`src/include/timer_out_pkg.sv`:
```
package timer_out_pkg;

    // bus geometry
    localparam int unsigned DATA_W = 32;
    localparam int unsigned ADDR_W = 8;

    // register indices; byte address is four times the index
    localparam logic [7:0] IDX_COUNT_HI  = 8'h01;
    localparam logic [7:0] IDX_RELOAD_HI = 8'h02;
    localparam logic [7:0] IDX_CC_HI     = 8'h03;
    localparam logic [7:0] IDX_LATCH     = 8'h04;
    localparam logic [7:0] IDX_CTRL      = 8'h08;
    localparam logic [7:0] IDX_STATUS    = 8'h09;

    localparam logic [7:0] ADDR_COUNT_HI  = {IDX_COUNT_HI[5:0], 2'b00};
    localparam logic [7:0] ADDR_RELOAD_HI = {IDX_RELOAD_HI[5:0], 2'b00};
    localparam logic [7:0] ADDR_CC_HI     = {IDX_CC_HI[5:0], 2'b00};
    localparam logic [7:0] ADDR_LATCH     = {IDX_LATCH[5:0], 2'b00};
    localparam logic [7:0] ADDR_CTRL      = {IDX_CTRL[5:0], 2'b00};
    localparam logic [7:0] ADDR_STATUS    = {IDX_STATUS[5:0], 2'b00};

    // reset values
    localparam logic [7:0] RST_COUNT_HI  = 8'h00;
    localparam logic [7:0] RST_RELOAD_HI = 8'h00;
    localparam logic [7:0] RST_CC_HI     = 8'h00;
    localparam logic [6:0] RST_LATCH     = 7'h1f;
    localparam logic [4:0] RST_CTRL      = 5'h00;

    // port latch geometry
    localparam int unsigned LATCH_W = 7;

    // control register fields
    localparam int unsigned CTRL_OE_PRI  = 0;
    localparam int unsigned CTRL_OE_ALT  = 1;
    localparam int unsigned CTRL_DUAL    = 2;
    localparam int unsigned CTRL_POL     = 3;
    localparam int unsigned CTRL_IE      = 4;
    localparam int unsigned CTRL_W       = 5;

    // status register fields
    localparam int unsigned STAT_OVF     = 0;
    localparam int unsigned STAT_CCF     = 1;
    localparam int unsigned STAT_IRQ     = 2;
    localparam int unsigned STAT_START   = 3;

    // bus slave states, one-hot
    typedef enum logic [1:0] {
        BUS_IDLE = 2'b01,
        BUS_ACK  = 2'b10
    } bus_state_e;

endpackage

```
`src/include/byte_reg_if.sv`:
```
`timescale 1ns/1ns
// one storage register: software write port, hardware load port, value out
interface byte_reg_if #(parameter int unsigned W = 8);
    logic         wr_en;    // software write strobe
    logic [W-1:0] wr_data;  // software write value
    logic         hw_load;  // hardware load strobe
    logic [W-1:0] hw_data;  // hardware load value
    logic [W-1:0] q;        // stored value

    modport store (input wr_en, input wr_data, input hw_load, input hw_data, output q);
    modport user  (output wr_en, output wr_data, output hw_load, output hw_data, input q);
endinterface

```
`src/core/byte_reg.sv`:
```
`timescale 1ns/1ns
module byte_reg #(
    parameter int unsigned W   = 8,
    parameter logic [W-1:0] RST = '0
) (
    input wire logic    clk,
    input wire logic    nrst,
    byte_reg_if.store   rg
);

    logic [W-1:0] q_r;    // stored value
    logic [W-1:0] q_nxt;  // next stored value

    // software write wins over a hardware load in the same cycle
    always_comb begin
        q_nxt = q_r;
        if (rg.wr_en) begin
            q_nxt = rg.wr_data;
        end else if (rg.hw_load) begin
            q_nxt = rg.hw_data;
        end
    end

    // register, constant on reset
    always_ff @(posedge clk or negedge nrst) begin
        if (!nrst) begin
            q_r <= RST;
        end else begin
            q_r <= q_nxt;
        end
    end

    assign rg.q = q_r;
endmodule

```
`src/core/pin_route.sv`:
```
`timescale 1ns/1ns
module pin_route (
    input wire logic enable,
    input wire logic wave16,
    input wire logic wave8,
    input wire logic dual,
    input wire logic invert,
    input wire logic latch_bit,
    output logic     pin_level
);

    // pick the waveform for the mode, else the port latch data
    always_comb begin
        if (enable) begin
            pin_level = (dual ? wave8 : wave16) ^ invert;
        end else begin
            pin_level = latch_bit;
        end
    end

endmodule

```
`src/core/timer_output_top.sv`:
```
// Decided for this implementation: the Avalon-MM slave port.
`timescale 1ns/1ns
// Contract
// - 16-bit mode: enable bits route PWM per pin
// - dual mode, primary bit: high-byte 8-bit PWM
// - dual mode, alternate bit: low-byte 8-bit PWM
// - both enables clear: both pins show latch
// - interrupt enable gates overflow and capture flags
// - count high byte read/write, upper count, reset 00h
// - reload high byte read/write, reset 00h
// - capture/compare high byte read/write, reset 00h
// - port output latch resets to 1Fh
// - latch bit drives output or pull-up
// - latch write stores, read returns latch
// - direction change leaves latch unchanged
// - latch bit 7 reads zero
// - polarity applies only when primary enable rises
module timer_output_top #(
    parameter int unsigned PRIMARY_BIT = 0,  // port bit shared with primary pin
    parameter int unsigned ALT_BIT     = 1   // port bit shared with alternate pin
) (
    input wire logic        clk,
    input wire logic        nrst,
    input wire logic [7:0]  avs_address,
    input wire logic        avs_read,
    input wire logic        avs_write,
    input wire logic [31:0] avs_writedata,
    input wire logic [3:0]  avs_byteenable,
    output logic [31:0]     avs_readdata,
    output logic            avs_waitrequest,
    input wire logic        pwm16_wave,
    input wire logic        pwm8_hi_wave,
    input wire logic        pwm8_lo_wave,
    input wire logic        count_hi_load,
    input wire logic [7:0]  count_hi_in,
    output logic [7:0]      count_high_byte,
    output logic [7:0]      reload_high_byte,
    input wire logic        cc_hi_load,
    input wire logic [7:0]  cc_hi_in,
    output logic [7:0]      capture_compare_high_byte,
    output logic            dual_byte_mode,
    input wire logic        overflow_flag,
    input wire logic        capture_compare_flag,
    output logic            timer_irq,
    input wire logic [6:0]  port_dir,
    output logic [6:0]      port_pad_out,
    output logic [6:0]      port_pad_oe,
    output logic [6:0]      port_pullup_en
);

    localparam int unsigned LW = timer_out_pkg::LATCH_W;

    // bus slave state
    timer_out_pkg::bus_state_e state_r;     // current slave state
    timer_out_pkg::bus_state_e state_nxt;   // next slave state
    logic [31:0]               rdata_r;     // registered read data
    logic [31:0]               rdata_nxt;   // next read data
    logic                      wr_go;       // write takes effect this edge
    logic [7:0]                wbyte;       // low write byte

    // control state
    logic [timer_out_pkg::CTRL_W-1:0] ctrl_r;       // enables, mode, polarity, irq enable
    logic [timer_out_pkg::CTRL_W-1:0] ctrl_nxt;
    logic                             oe_pri_d_r;   // primary enable one cycle ago
    logic                             oe_pri_d_nxt;
    logic                             start_lvl_r;  // starting level applied to primary pin
    logic                             start_lvl_nxt;
    logic                             irq_r;        // gated interrupt request
    logic                             irq_nxt;

    // pin state
    logic [6:0] pad_out_r;
    logic [6:0] pad_out_nxt;
    logic [6:0] pad_oe_r;
    logic [6:0] pad_oe_nxt;
    logic [6:0] pullup_r;
    logic [6:0] pullup_nxt;
    logic       pri_level;  // routed primary pin level
    logic       alt_level;  // routed alternate pin level

    // shorthand control fields
    logic oe_pri;
    logic oe_alt;
    logic dual;
    logic pol;
    logic irq_en;
    assign oe_pri = ctrl_r[timer_out_pkg::CTRL_OE_PRI];
    assign oe_alt = ctrl_r[timer_out_pkg::CTRL_OE_ALT];
    assign dual   = ctrl_r[timer_out_pkg::CTRL_DUAL];
    assign pol    = ctrl_r[timer_out_pkg::CTRL_POL];
    assign irq_en = ctrl_r[timer_out_pkg::CTRL_IE];

    // storage registers
    byte_reg_if #(.W(8))  cnt_if ();
    byte_reg_if #(.W(8))  rld_if ();
    byte_reg_if #(.W(8))  cc_if ();
    byte_reg_if #(.W(LW)) lat_if ();

    assign wr_go = (state_r == timer_out_pkg::BUS_ACK) && avs_write && avs_byteenable[0];
    assign wbyte = avs_writedata[7:0];

    // software and hardware access to the byte registers
    assign cnt_if.wr_en   = wr_go && (avs_address == timer_out_pkg::ADDR_COUNT_HI);
    assign cnt_if.wr_data = wbyte;
    assign cnt_if.hw_load = count_hi_load;  // counter carries its upper byte here
    assign cnt_if.hw_data = count_hi_in;
    assign rld_if.wr_en   = wr_go && (avs_address == timer_out_pkg::ADDR_RELOAD_HI);
    assign rld_if.wr_data = wbyte;
    assign rld_if.hw_load = 1'b0;  // reload value only changes from software
    assign rld_if.hw_data = 8'h00;
    assign cc_if.wr_en    = wr_go && (avs_address == timer_out_pkg::ADDR_CC_HI);
    assign cc_if.wr_data  = wbyte;
    assign cc_if.hw_load  = cc_hi_load;  // capture events land here
    assign cc_if.hw_data  = cc_hi_in;
    // only a bus write changes the latch; port_dir never reaches it
    assign lat_if.wr_en   = wr_go && (avs_address == timer_out_pkg::ADDR_LATCH);
    assign lat_if.wr_data = wbyte[LW-1:0];
    assign lat_if.hw_load = 1'b0;
    assign lat_if.hw_data = '0;

    byte_reg #(.W(8), .RST(timer_out_pkg::RST_COUNT_HI)) u_count_hi (
        .clk  (clk),
        .nrst (nrst),
        .rg   (cnt_if.store)
    );
    byte_reg #(.W(8), .RST(timer_out_pkg::RST_RELOAD_HI)) u_reload_hi (
        .clk  (clk),
        .nrst (nrst),
        .rg   (rld_if.store)
    );
    byte_reg #(.W(8), .RST(timer_out_pkg::RST_CC_HI)) u_cc_hi (
        .clk  (clk),
        .nrst (nrst),
        .rg   (cc_if.store)
    );
    byte_reg #(.W(LW), .RST(timer_out_pkg::RST_LATCH)) u_latch (
        .clk  (clk),
        .nrst (nrst),
        .rg   (lat_if.store)
    );

    // bus slave: take request, answer one cycle later
    always_comb begin
        state_nxt = state_r;
        rdata_nxt = rdata_r;
        case (state_r)
            timer_out_pkg::BUS_IDLE: begin
                if (avs_read || avs_write) begin
                    state_nxt = timer_out_pkg::BUS_ACK;
                end
                // unmapped or write reads zero
                rdata_nxt = 32'h0000_0000;
                if (avs_read) begin
                    case (avs_address)
                        timer_out_pkg::ADDR_COUNT_HI:  rdata_nxt[7:0] = cnt_if.q;
                        timer_out_pkg::ADDR_RELOAD_HI: rdata_nxt[7:0] = rld_if.q;
                        timer_out_pkg::ADDR_CC_HI:     rdata_nxt[7:0] = cc_if.q;
                        // stored latch, not pins; bit 7 stays zero
                        timer_out_pkg::ADDR_LATCH:     rdata_nxt[LW-1:0] = lat_if.q;
                        timer_out_pkg::ADDR_CTRL:      rdata_nxt[timer_out_pkg::CTRL_W-1:0] = ctrl_r;
                        timer_out_pkg::ADDR_STATUS: begin
                            rdata_nxt[timer_out_pkg::STAT_OVF]   = overflow_flag;
                            rdata_nxt[timer_out_pkg::STAT_CCF]   = capture_compare_flag;
                            rdata_nxt[timer_out_pkg::STAT_IRQ]   = irq_r;
                            rdata_nxt[timer_out_pkg::STAT_START] = start_lvl_r;
                        end
                        default: rdata_nxt = 32'h0000_0000;
                    endcase
                end
            end
            timer_out_pkg::BUS_ACK: begin
                // answered; master drops its request at this edge
                state_nxt = timer_out_pkg::BUS_IDLE;
            end
            default: begin
                state_nxt = timer_out_pkg::BUS_IDLE;
            end
        endcase
    end

    always_ff @(posedge clk or negedge nrst) begin
        if (!nrst) begin
            state_r <= timer_out_pkg::BUS_IDLE;
            rdata_r <= 32'h0000_0000;
        end else begin
            state_r <= state_nxt;
            rdata_r <= rdata_nxt;
        end
    end

    assign avs_waitrequest = (state_r != timer_out_pkg::BUS_ACK);
    assign avs_readdata    = rdata_r;

    // control register, start level capture and interrupt gate
    always_comb begin
        ctrl_nxt = ctrl_r;
        if (wr_go && (avs_address == timer_out_pkg::ADDR_CTRL)) begin
            ctrl_nxt = wbyte[timer_out_pkg::CTRL_W-1:0];
        end
        oe_pri_d_nxt  = oe_pri;
        // polarity only reaches the pin on a 0 to 1 enable edge
        start_lvl_nxt = (oe_pri && !oe_pri_d_r) ? pol : start_lvl_r;
        // one enable gates both flag sources
        irq_nxt = irq_en && (overflow_flag || capture_compare_flag);
    end

    always_ff @(posedge clk or negedge nrst) begin
        if (!nrst) begin
            ctrl_r      <= timer_out_pkg::RST_CTRL;
            oe_pri_d_r  <= 1'b0;
            start_lvl_r <= 1'b0;
            irq_r       <= 1'b0;
        end else begin
            ctrl_r      <= ctrl_nxt;
            oe_pri_d_r  <= oe_pri_d_nxt;
            start_lvl_r <= start_lvl_nxt;
            irq_r       <= irq_nxt;
        end
    end

    // pin routing; only the primary pin takes the start level
    pin_route u_pri (
        .enable    (oe_pri),
        .wave16    (pwm16_wave),
        .wave8     (pwm8_hi_wave),
        .dual      (dual),
        .invert    (start_lvl_r),
        .latch_bit (lat_if.q[PRIMARY_BIT]),
        .pin_level (pri_level)
    );
    pin_route u_alt (
        .enable    (oe_alt),
        .wave16    (pwm16_wave),
        .wave8     (pwm8_lo_wave),
        .dual      (dual),
        .invert    (1'b0),
        .latch_bit (lat_if.q[ALT_BIT]),
        .pin_level (alt_level)
    );

    // pad drive: latch bit is output level or pull-up switch
    always_comb begin
        pad_out_nxt = lat_if.q;
        pad_oe_nxt  = port_dir;
        pullup_nxt  = ~port_dir & lat_if.q;
        pad_out_nxt[PRIMARY_BIT] = pri_level;
        pad_out_nxt[ALT_BIT]     = alt_level;
        // timer drive forces the pad out, no pull-up needed then
        if (oe_pri) begin
            pad_oe_nxt[PRIMARY_BIT] = 1'b1;
            pullup_nxt[PRIMARY_BIT] = 1'b0;
        end
        if (oe_alt) begin
            pad_oe_nxt[ALT_BIT] = 1'b1;
            pullup_nxt[ALT_BIT] = 1'b0;
        end
    end

    always_ff @(posedge clk or negedge nrst) begin
        if (!nrst) begin
            pad_out_r <= 7'h00;
            pad_oe_r  <= 7'h00;
            pullup_r  <= 7'h00;
        end else begin
            pad_out_r <= pad_out_nxt;
            pad_oe_r  <= pad_oe_nxt;
            pullup_r  <= pullup_nxt;
        end
    end

    assign port_pad_out              = pad_out_r;
    assign port_pad_oe               = pad_oe_r;
    assign port_pullup_en            = pullup_r;
    assign timer_irq                 = irq_r;
    assign count_high_byte           = cnt_if.q;
    assign reload_high_byte          = rld_if.q;
    assign capture_compare_high_byte = cc_if.q;
    assign dual_byte_mode            = dual;
endmodule

```
`config.mk`:
```
export PLATFORM = sky130hd
export DESIGN_NAME = timer_output_top
export DESIGN_NICKNAME = d
export VERILOG_FILES = /design/src/include/timer_out_pkg.sv /design/src/include/byte_reg_if.sv /design/src/core/byte_reg.sv /design/src/core/pin_route.sv /design/src/core/timer_output_top.sv
export SDC_FILE = /design/constraint.sdc
export NUM_CORES = 1
export LEC_CHECK = 0
export BUFFER_PORTS_ARGS = -buffer_cell sky130_fd_sc_hd__clkbuf_2
export CAP_MARGIN = 0
export CORE_ASPECT_RATIO = 1.5
export CORE_MARGIN = 1
export CORE_UTILIZATION = 48
export CTS_BUF_LIST = sky130_fd_sc_hd__clkbuf_2
export DETAILED_ROUTE_END_ITERATION = 10
export PLACE_DENSITY = 0.89
export SKIP_CTS_REPAIR_TIMING = 1
export SLEW_MARGIN = 20
export SYNTH_ARGS = -nofsm -noshare
export SYNTH_HDL_FRONTEND = slang
export SYNTH_HIERARCHICAL = 1
export SYNTH_SLANG_ARGS = --single-unit
```
`constraint.sdc`:
```
create_clock -name clk -period 2.3 [get_ports clk]
set_clock_uncertainty 0.1 [all_clocks]
set_input_delay 0.23 -clock clk [delete_from_list [all_inputs] [get_ports clk]]
set_output_delay 0.23 -clock clk [all_outputs]
set_load 0.01 [all_outputs]
```
==> results of run 1 <==
==> cell type report <==
cell class                 count  area [sq um]
antenna                        1          2.50
sequential                    70          1760
fill                         545          2370
tap                           78          97.6
clock buffer                  13          65.1
timing repair buffer         156          1030
clock inverter                 3          37.5
inverter                       5          18.8
multi-input combinational    243          1520
==> cells by family after synthesis <==
kind of cell    share of synthesized area (%)
mux                                      16.1
other cells                             0.109
simple gates                             12.5
flops                                    51.2
xor+xnor                                0.765
compound gates                           10.3
buf+inv                                  8.93
==> stage by stage <==
step / std cells / hold WS (ns) / area, sq um / total power (uW) / utilization (%)
global route: 569 / 0.0576 / 4530 / 2770 / 65.7
floorplan: 355 / -0.166 / 3590 / 1740 / -
global placement: 508 / 0.177 / 3990 / 1910 / 57.8
finish: 569 / 0.0877 / 4530 / 2660 / 65.7
CTS: 524 / -0.425 / 4090 / 2610 / 59.3
detailed placement: 508 / 0.184 / 3990 / 1930 / 57.8
==> sequential cells by signal, summed over array words and instances (netlist names) <==
signal	flops
oe_pri_d_r	1
u_latch/rg.q	7
u_count_hi/rg.q	8
u_reload_hi/rg.q	8
port_pullup_en	7
port_pad_out	7
avs_readdata	8
state_r	2
u_cc_hi/rg.q	8
timer_irq	1
port_pad_oe	7
ctrl_r	5
start_lvl_r	1
==> power groups by stage <==
stage | Clock (uW) | Combinational (uW) | Sequential, uW
global route | 736 | 604 | 1430
floorplan | 0 | 280 | 1460
finish | 684 | 557 | 1420
detailed placement | 0 | 491 | 1440
CTS | 697 | 493 | 1420
global placement | 0 | 479 | 1430
==> placed cells by master (no fill, tap or decap), types with 2 or more instances in the layout <==
cell	instances
nand3_1	3
buf_4	5
dfstp_2	6
dlygate4sd3_1	44
mux2_4	2
mux2i_1	40
mux2_2	11
o22a_1	2
xnor2_1	3
clkbuf_2	118
conb_1	42
inv_1	4
o21ai_1	31
o31a_1	5
nor3_2	2
nor2_1	12
clkinv_1	3
or2_2	3
nor2b_1	8
nand2b_1	2
dfrtp_1	64
o21ai_0	7
nand4_1	2
nand3b_1	2
a21oi_1	3
o21a_1	3
nor3_1	2
a22oi_1	6
nand2_1	45
==> layer usage <==
layer	vias up	GRT usage, %	share of wire [%]
met4	0	12.7	3.6
met5	-	0	0
met1	1405	24.6	38
met3	28	6.60	5.1
li1	1368	-	-
met2	124	40.3	53
==> critical path, cell delays in order <==
cell           delay [ns]
dlygate4sd3_1        0.56
clkbuf_2             0.13
nor2_1               0.16
nand4_1              0.36
nor2_1               0.20
buf_4                0.24
o21ai_1              0.09
dlygate4sd3_1        0.55
==> cells in the mapped netlist (all sizes together) <==
cell and number:
clkbuf 3, xnor2 3, nor2b 8, o22a 2
clkinv 1, nor2 13, a21oi 3, nor3 4
o31a 5, nand4 2, o32a 1, inv 4
nand2 45, nand3b 3, o41ai 1, o21a 3
dfstp 6, o21ai 38, or2 3, nand3 3
mux2 13, a22oi 6, or4b 1, buf 34
or3 2, nand2b 2, mux2i 40, conb 1
dfrtp 64
==> worst max-delay path by stage <==
stage	to	start	slack, ns
global placement	u_cc_hi/rg.q[7]	avs_address[5]	0.49
detailed placement	u_cc_hi/rg.q[4]	avs_address[5]	0.45
global route	u_cc_hi/rg.q[0]	avs_address[0]	-0.02
CTS	avs_waitrequest	state_r[0]	0.50
floorplan	u_latch/rg.q[5]	state_r[0]	0.46
finish	u_cc_hi/rg.q[7]	avs_address[0]	0.08
==> flow_summary.ini, run 1 <==
[timing]
fin_tns_setup_ns = 0
drv_slew = 0
hold_viol = 0
worstMarginPinSlew_ns = 0.578
period_minus_slack_ns = 2.22
fin_ws_ns = 0.0822
max_slew_margin_pct = 61.4
max_clock_freq_mhz = 451
period_share_pct = 96.4
finalSetupViolCount = 0

[clocking]
clockBufferDepth = 2
insertion_delay_ns = 0.51
clock_sinks = 70
numCtsBuffers = 9
tritoncts = yes
h-tree-depth = 3
cts.clk_slew.worst_paths_ns = 0.20
cts_root_buf = clkbuf_2

[die]
io_pins = 158
die_x_microns = 71.1
initial_core_util_pct = 49.8
fp.coreArea_sq_um = 6900
die_h_microns = 106
row_count = 37
dieArea_sq_um = 7500

[synth]
synth_area_leaders = dfrtp_1 47%, mux2i_1 12%, buf_4 5.5%, nand2_1 4.9%, dfstp_2 4.6%
post-synth-top-area-fraction_pct = 46.6
syn_area_sq_um = 3430
yosysWarnings = 6
post-synth-top-area-cell = dfrtp_1
yosysUniqueCellTypes = 37
avgSynthCellArea_sq_um = 10.9
netlist_instances = 314
synth-seq-cells = 70
synth_seq_area_share_pct = 51.2

[pwr]
p_int_uw = 1860
power_switching_share_pct = 30.1
power_density_nw_per_um2 = 587
ir_worst_vdd_uv = 288
comb_power_share_pct = 20.9
clockPowerShare_pct = 25.7
p_seq_share_pct = 53.4
p_leak_uw = 0.00225
netSwitchingPower_uw = 802

[placed_design]
routabilityCongestion = 0.916
io_buffers = 106
hpwl_microns = 6170
dp_slack_ns = 0.451

[worst_hold_path]
min_from = avs_address[5]
hold_path_class = in -> reg
hold_depth = 3
whs_endpoint = avs_readdata[3]

[finish]
area.growth.synth_to_final_pct = 32.0
drive_gt1_share_pct = 31.4
num-nets-final = 563

[drt]
drt_iter0_drc = 190
vias = 2925
routed_wl_microns = 8790
wire_per_inst_microns = 15.5
ant_nets = 0
drc = 8
first_pass_iters = 10
avgViaCountPerCell = 5.14

[worst_setup_path]
worst_ep_required_time_ns = 2.60
cp_max_fo = 16
r2r_slack_ns = 0.27
reg2reg_from = state_r[0]
r2r_cells = 8
crit_path_end_kind = flop
start_kind = input pin
crit_arrival_ns = 2.52
crit_type = in -> reg
r2r_end = u_cc_hi/rg.q[7]

[outcome]
status = finished, violations left
violations = DRC

[flow_run]
max-cap-violations = 0

[grt]
grt_max_degree = 71
overflow = 0
grt_pass1_wl_microns = 12800
antenna_found_initial = 1
grt_pass1_vias = 2647
grtUsageTotal_pct = 23.0
(Power assumes the default switching activity.)
==> run 2: changes to the inputs <==
--- a/config.mk
+++ b/config.mk
@@ -9,10 +9,11 @@
 export CAP_MARGIN = 0
 export CORE_ASPECT_RATIO = 1.5
 export CORE_MARGIN = 1
-export CORE_UTILIZATION = 48
+export CORE_UTILIZATION = 44
 export CTS_BUF_LIST = sky130_fd_sc_hd__clkbuf_2
 export DETAILED_ROUTE_END_ITERATION = 10
-export PLACE_DENSITY = 0.89
+export MAX_ROUTING_LAYER = met4
+export PLACE_DENSITY = 0.86
 export SKIP_CTS_REPAIR_TIMING = 1
 export SLEW_MARGIN = 20
 export SYNTH_ARGS = -nofsm -noshare
==> constraint.sdc (replaced) <==
create_clock -name clk -period 1.9 [get_ports clk]
set_clock_uncertainty 0.1 [all_clocks]
set_input_delay 0.19 -clock clk [delete_from_list [all_inputs] [get_ports clk]]
set_output_delay 0.19 -clock clk [all_outputs]
set_load 0.01 [all_outputs]
==> flow_summary.ini, run 2 (same netlist as run 1, synthesis figures left out) <==
[outcome]
status = complete, no violations

[finish]
mostFrequentLayoutCells = 116 x clkbuf_2, 64 x dfrtp_1, 46 x dlygate4sd3_1
drive_gt1_share_pct = 32.2
postLayoutCellArea_sq_um = 4590
n_antenna_cell = 0
postLayoutCoreUtil_pct = 60.7
layout_commonest_cell = clkbuf_2
num-nets-final = 570
area.growth.synth_to_final_pct = 33.8

[worst_setup_path]
cpPeakStageDelay_ns = 0.59
cp_max_fo = 5
reg2reg_from = ctrl_r[2]
r2r_cells = 4
r2r_end = port_pad_out[0]
cp_slowest_cell = dlygate4sd3_1
crit_path_end_kind = flop
worst_ep_required_time_ns = 2.23
critical_path_buf_inv_count = 1
r2r_slack_ns = 0.04
path_delay_family = buffers and inverters
crit_type = reg -> reg
crit_arrival_ns = 2.19
start_kind = flop
worstSetupPathDepth = 4
crit_chain = mux2i_1 > dlygate4sd3_1 > xnor2_1 > mux2_4

[drt]
routed_wl_microns = 8790
wire_per_inst_microns = 14.7
vias = 2899
routed.top_layer = met4
wl_met3_microns = 426
first_pass_iters = 4
drc = 0
met2_length_microns = 4650
drt_iter0_drc = 157
avgViaCountPerCell = 4.84
ant_nets = 0
wl_met1_microns = 3320

[die]
io_pins = 158
row_count = 39
dieArea_sq_um = 8170
die_h_microns = 110
initial_core_util_pct = 45.4
die_x_microns = 74.1
fp.coreArea_sq_um = 7560

[worst_hold_path]
whs_endpoint = port_pad_out[1]
hold_depth = 4
hold_path_class = in -> reg
min_from = pwm16_wave

[pwr]
power_switching_share_pct = 31.5
p_leak_uw = 0.00226
clockPowerShare_pct = 22.1
p_int_uw = 2110
netSwitchingPower_uw = 967
power_density_nw_per_um2 = 669
p_seq_share_pct = 55.8
ir_worst_vdd_uv = 384
comb_power_share_pct = 22.1

[placed_design]
routabilityCongestion = 0.933
io_buffers = 106
hpwl_microns = 6220
placed_area_sq_um = 4050
dp_slack_ns = 0.139

[clocking]
tritoncts = yes
cts_root_buf = clkbuf_2
h-tree-depth = 3
insertion_delay_ns = 0.53
cts.clk_slew.worst_paths_ns = 0.17
numCtsBuffers = 9
clock_sinks = 70
clockBufferDepth = 2

[grt]
grt_max_degree = 71
grt_pass1_vias = 2540
overflow = 0
grtUsageTotal_pct = 21.9
antenna_found_initial = 0
grt_pass1_wl_microns = 12600

[timing]
period_minus_slack_ns = 1.86
period_share_pct = 98.0
fin_ws_ns = 0.0375
max_clock_freq_mhz = 537
drv_slew = 0
whs_ns = 0.0327
finalSetupViolCount = 0
hold_viol = 0

[flow_run]
max-cap-violations = 0
==> run 2: worst max-delay path by stage <==
stage / start / to / slack (ns)
after detailed placement: state_r[0] / avs_readdata[4] / 0.14
after floorplan: state_r[0] / u_latch/rg.q[5] / 0.06
after global routing: ctrl_r[2] / port_pad_out[0] / -0.01
after global placement: state_r[0] / avs_readdata[4] / 0.18
after CTS: state_r[0] / avs_readdata[4] / 0.10
final: ctrl_r[2] / port_pad_out[0] / 0.04
==> run 2: area by class of cell <==
cell class	instances	area, sq um
inverter	5	18.8
multi-input combinational	243	1520
clock buffer	11	55.1
timing repair buffer	163	1090
tap	102	128
fill	627	2970
sequential	70	1760
clock inverter	5	26.3
==> run 2: power by group through the flow <==
| stage | logic, uW | registers, uW | clock network [uW] |
|---|---|---|---|
| detailed placement | 602 | 1740 | 0 |
| CTS | 604 | 1720 | 713 |
| global route | 745 | 1730 | 770 |
| floorplan | 338 | 1770 | 0 |
| global placement | 589 | 1740 | 0 |
| finish | 681 | 1710 | 679 |
==> run 2: per-stage QoR <==
step / total power, uW / cells / TNS [ns]
after floorplan: 2110 / 355 / 0
final: 3070 / 599 / 0
after global placement: 2330 / 537 / 0
after CTS: 3030 / 553 / 0
after global routing: 3250 / 599 / -0.0113
after detailed placement: 2350 / 537 / 0
==> run 2: metal layers <==
layer / vias to the layer above / GRT usage, %
met5: - / -
met3: 30 / 4.36
met1: 1383 / 24.2
met2: 108 / 35.3
met4: 0 / 14.8
li1: 1378 / -
==> run 2: worst reg2reg max path, delay by kind of cell, from the launching register on <==
kind	cells	cell delay, ns
XOR/XNOR	1	0.07
multiplexers	2	0.52
buffers and inverters	1	0.59
flip-flops	1	0.50
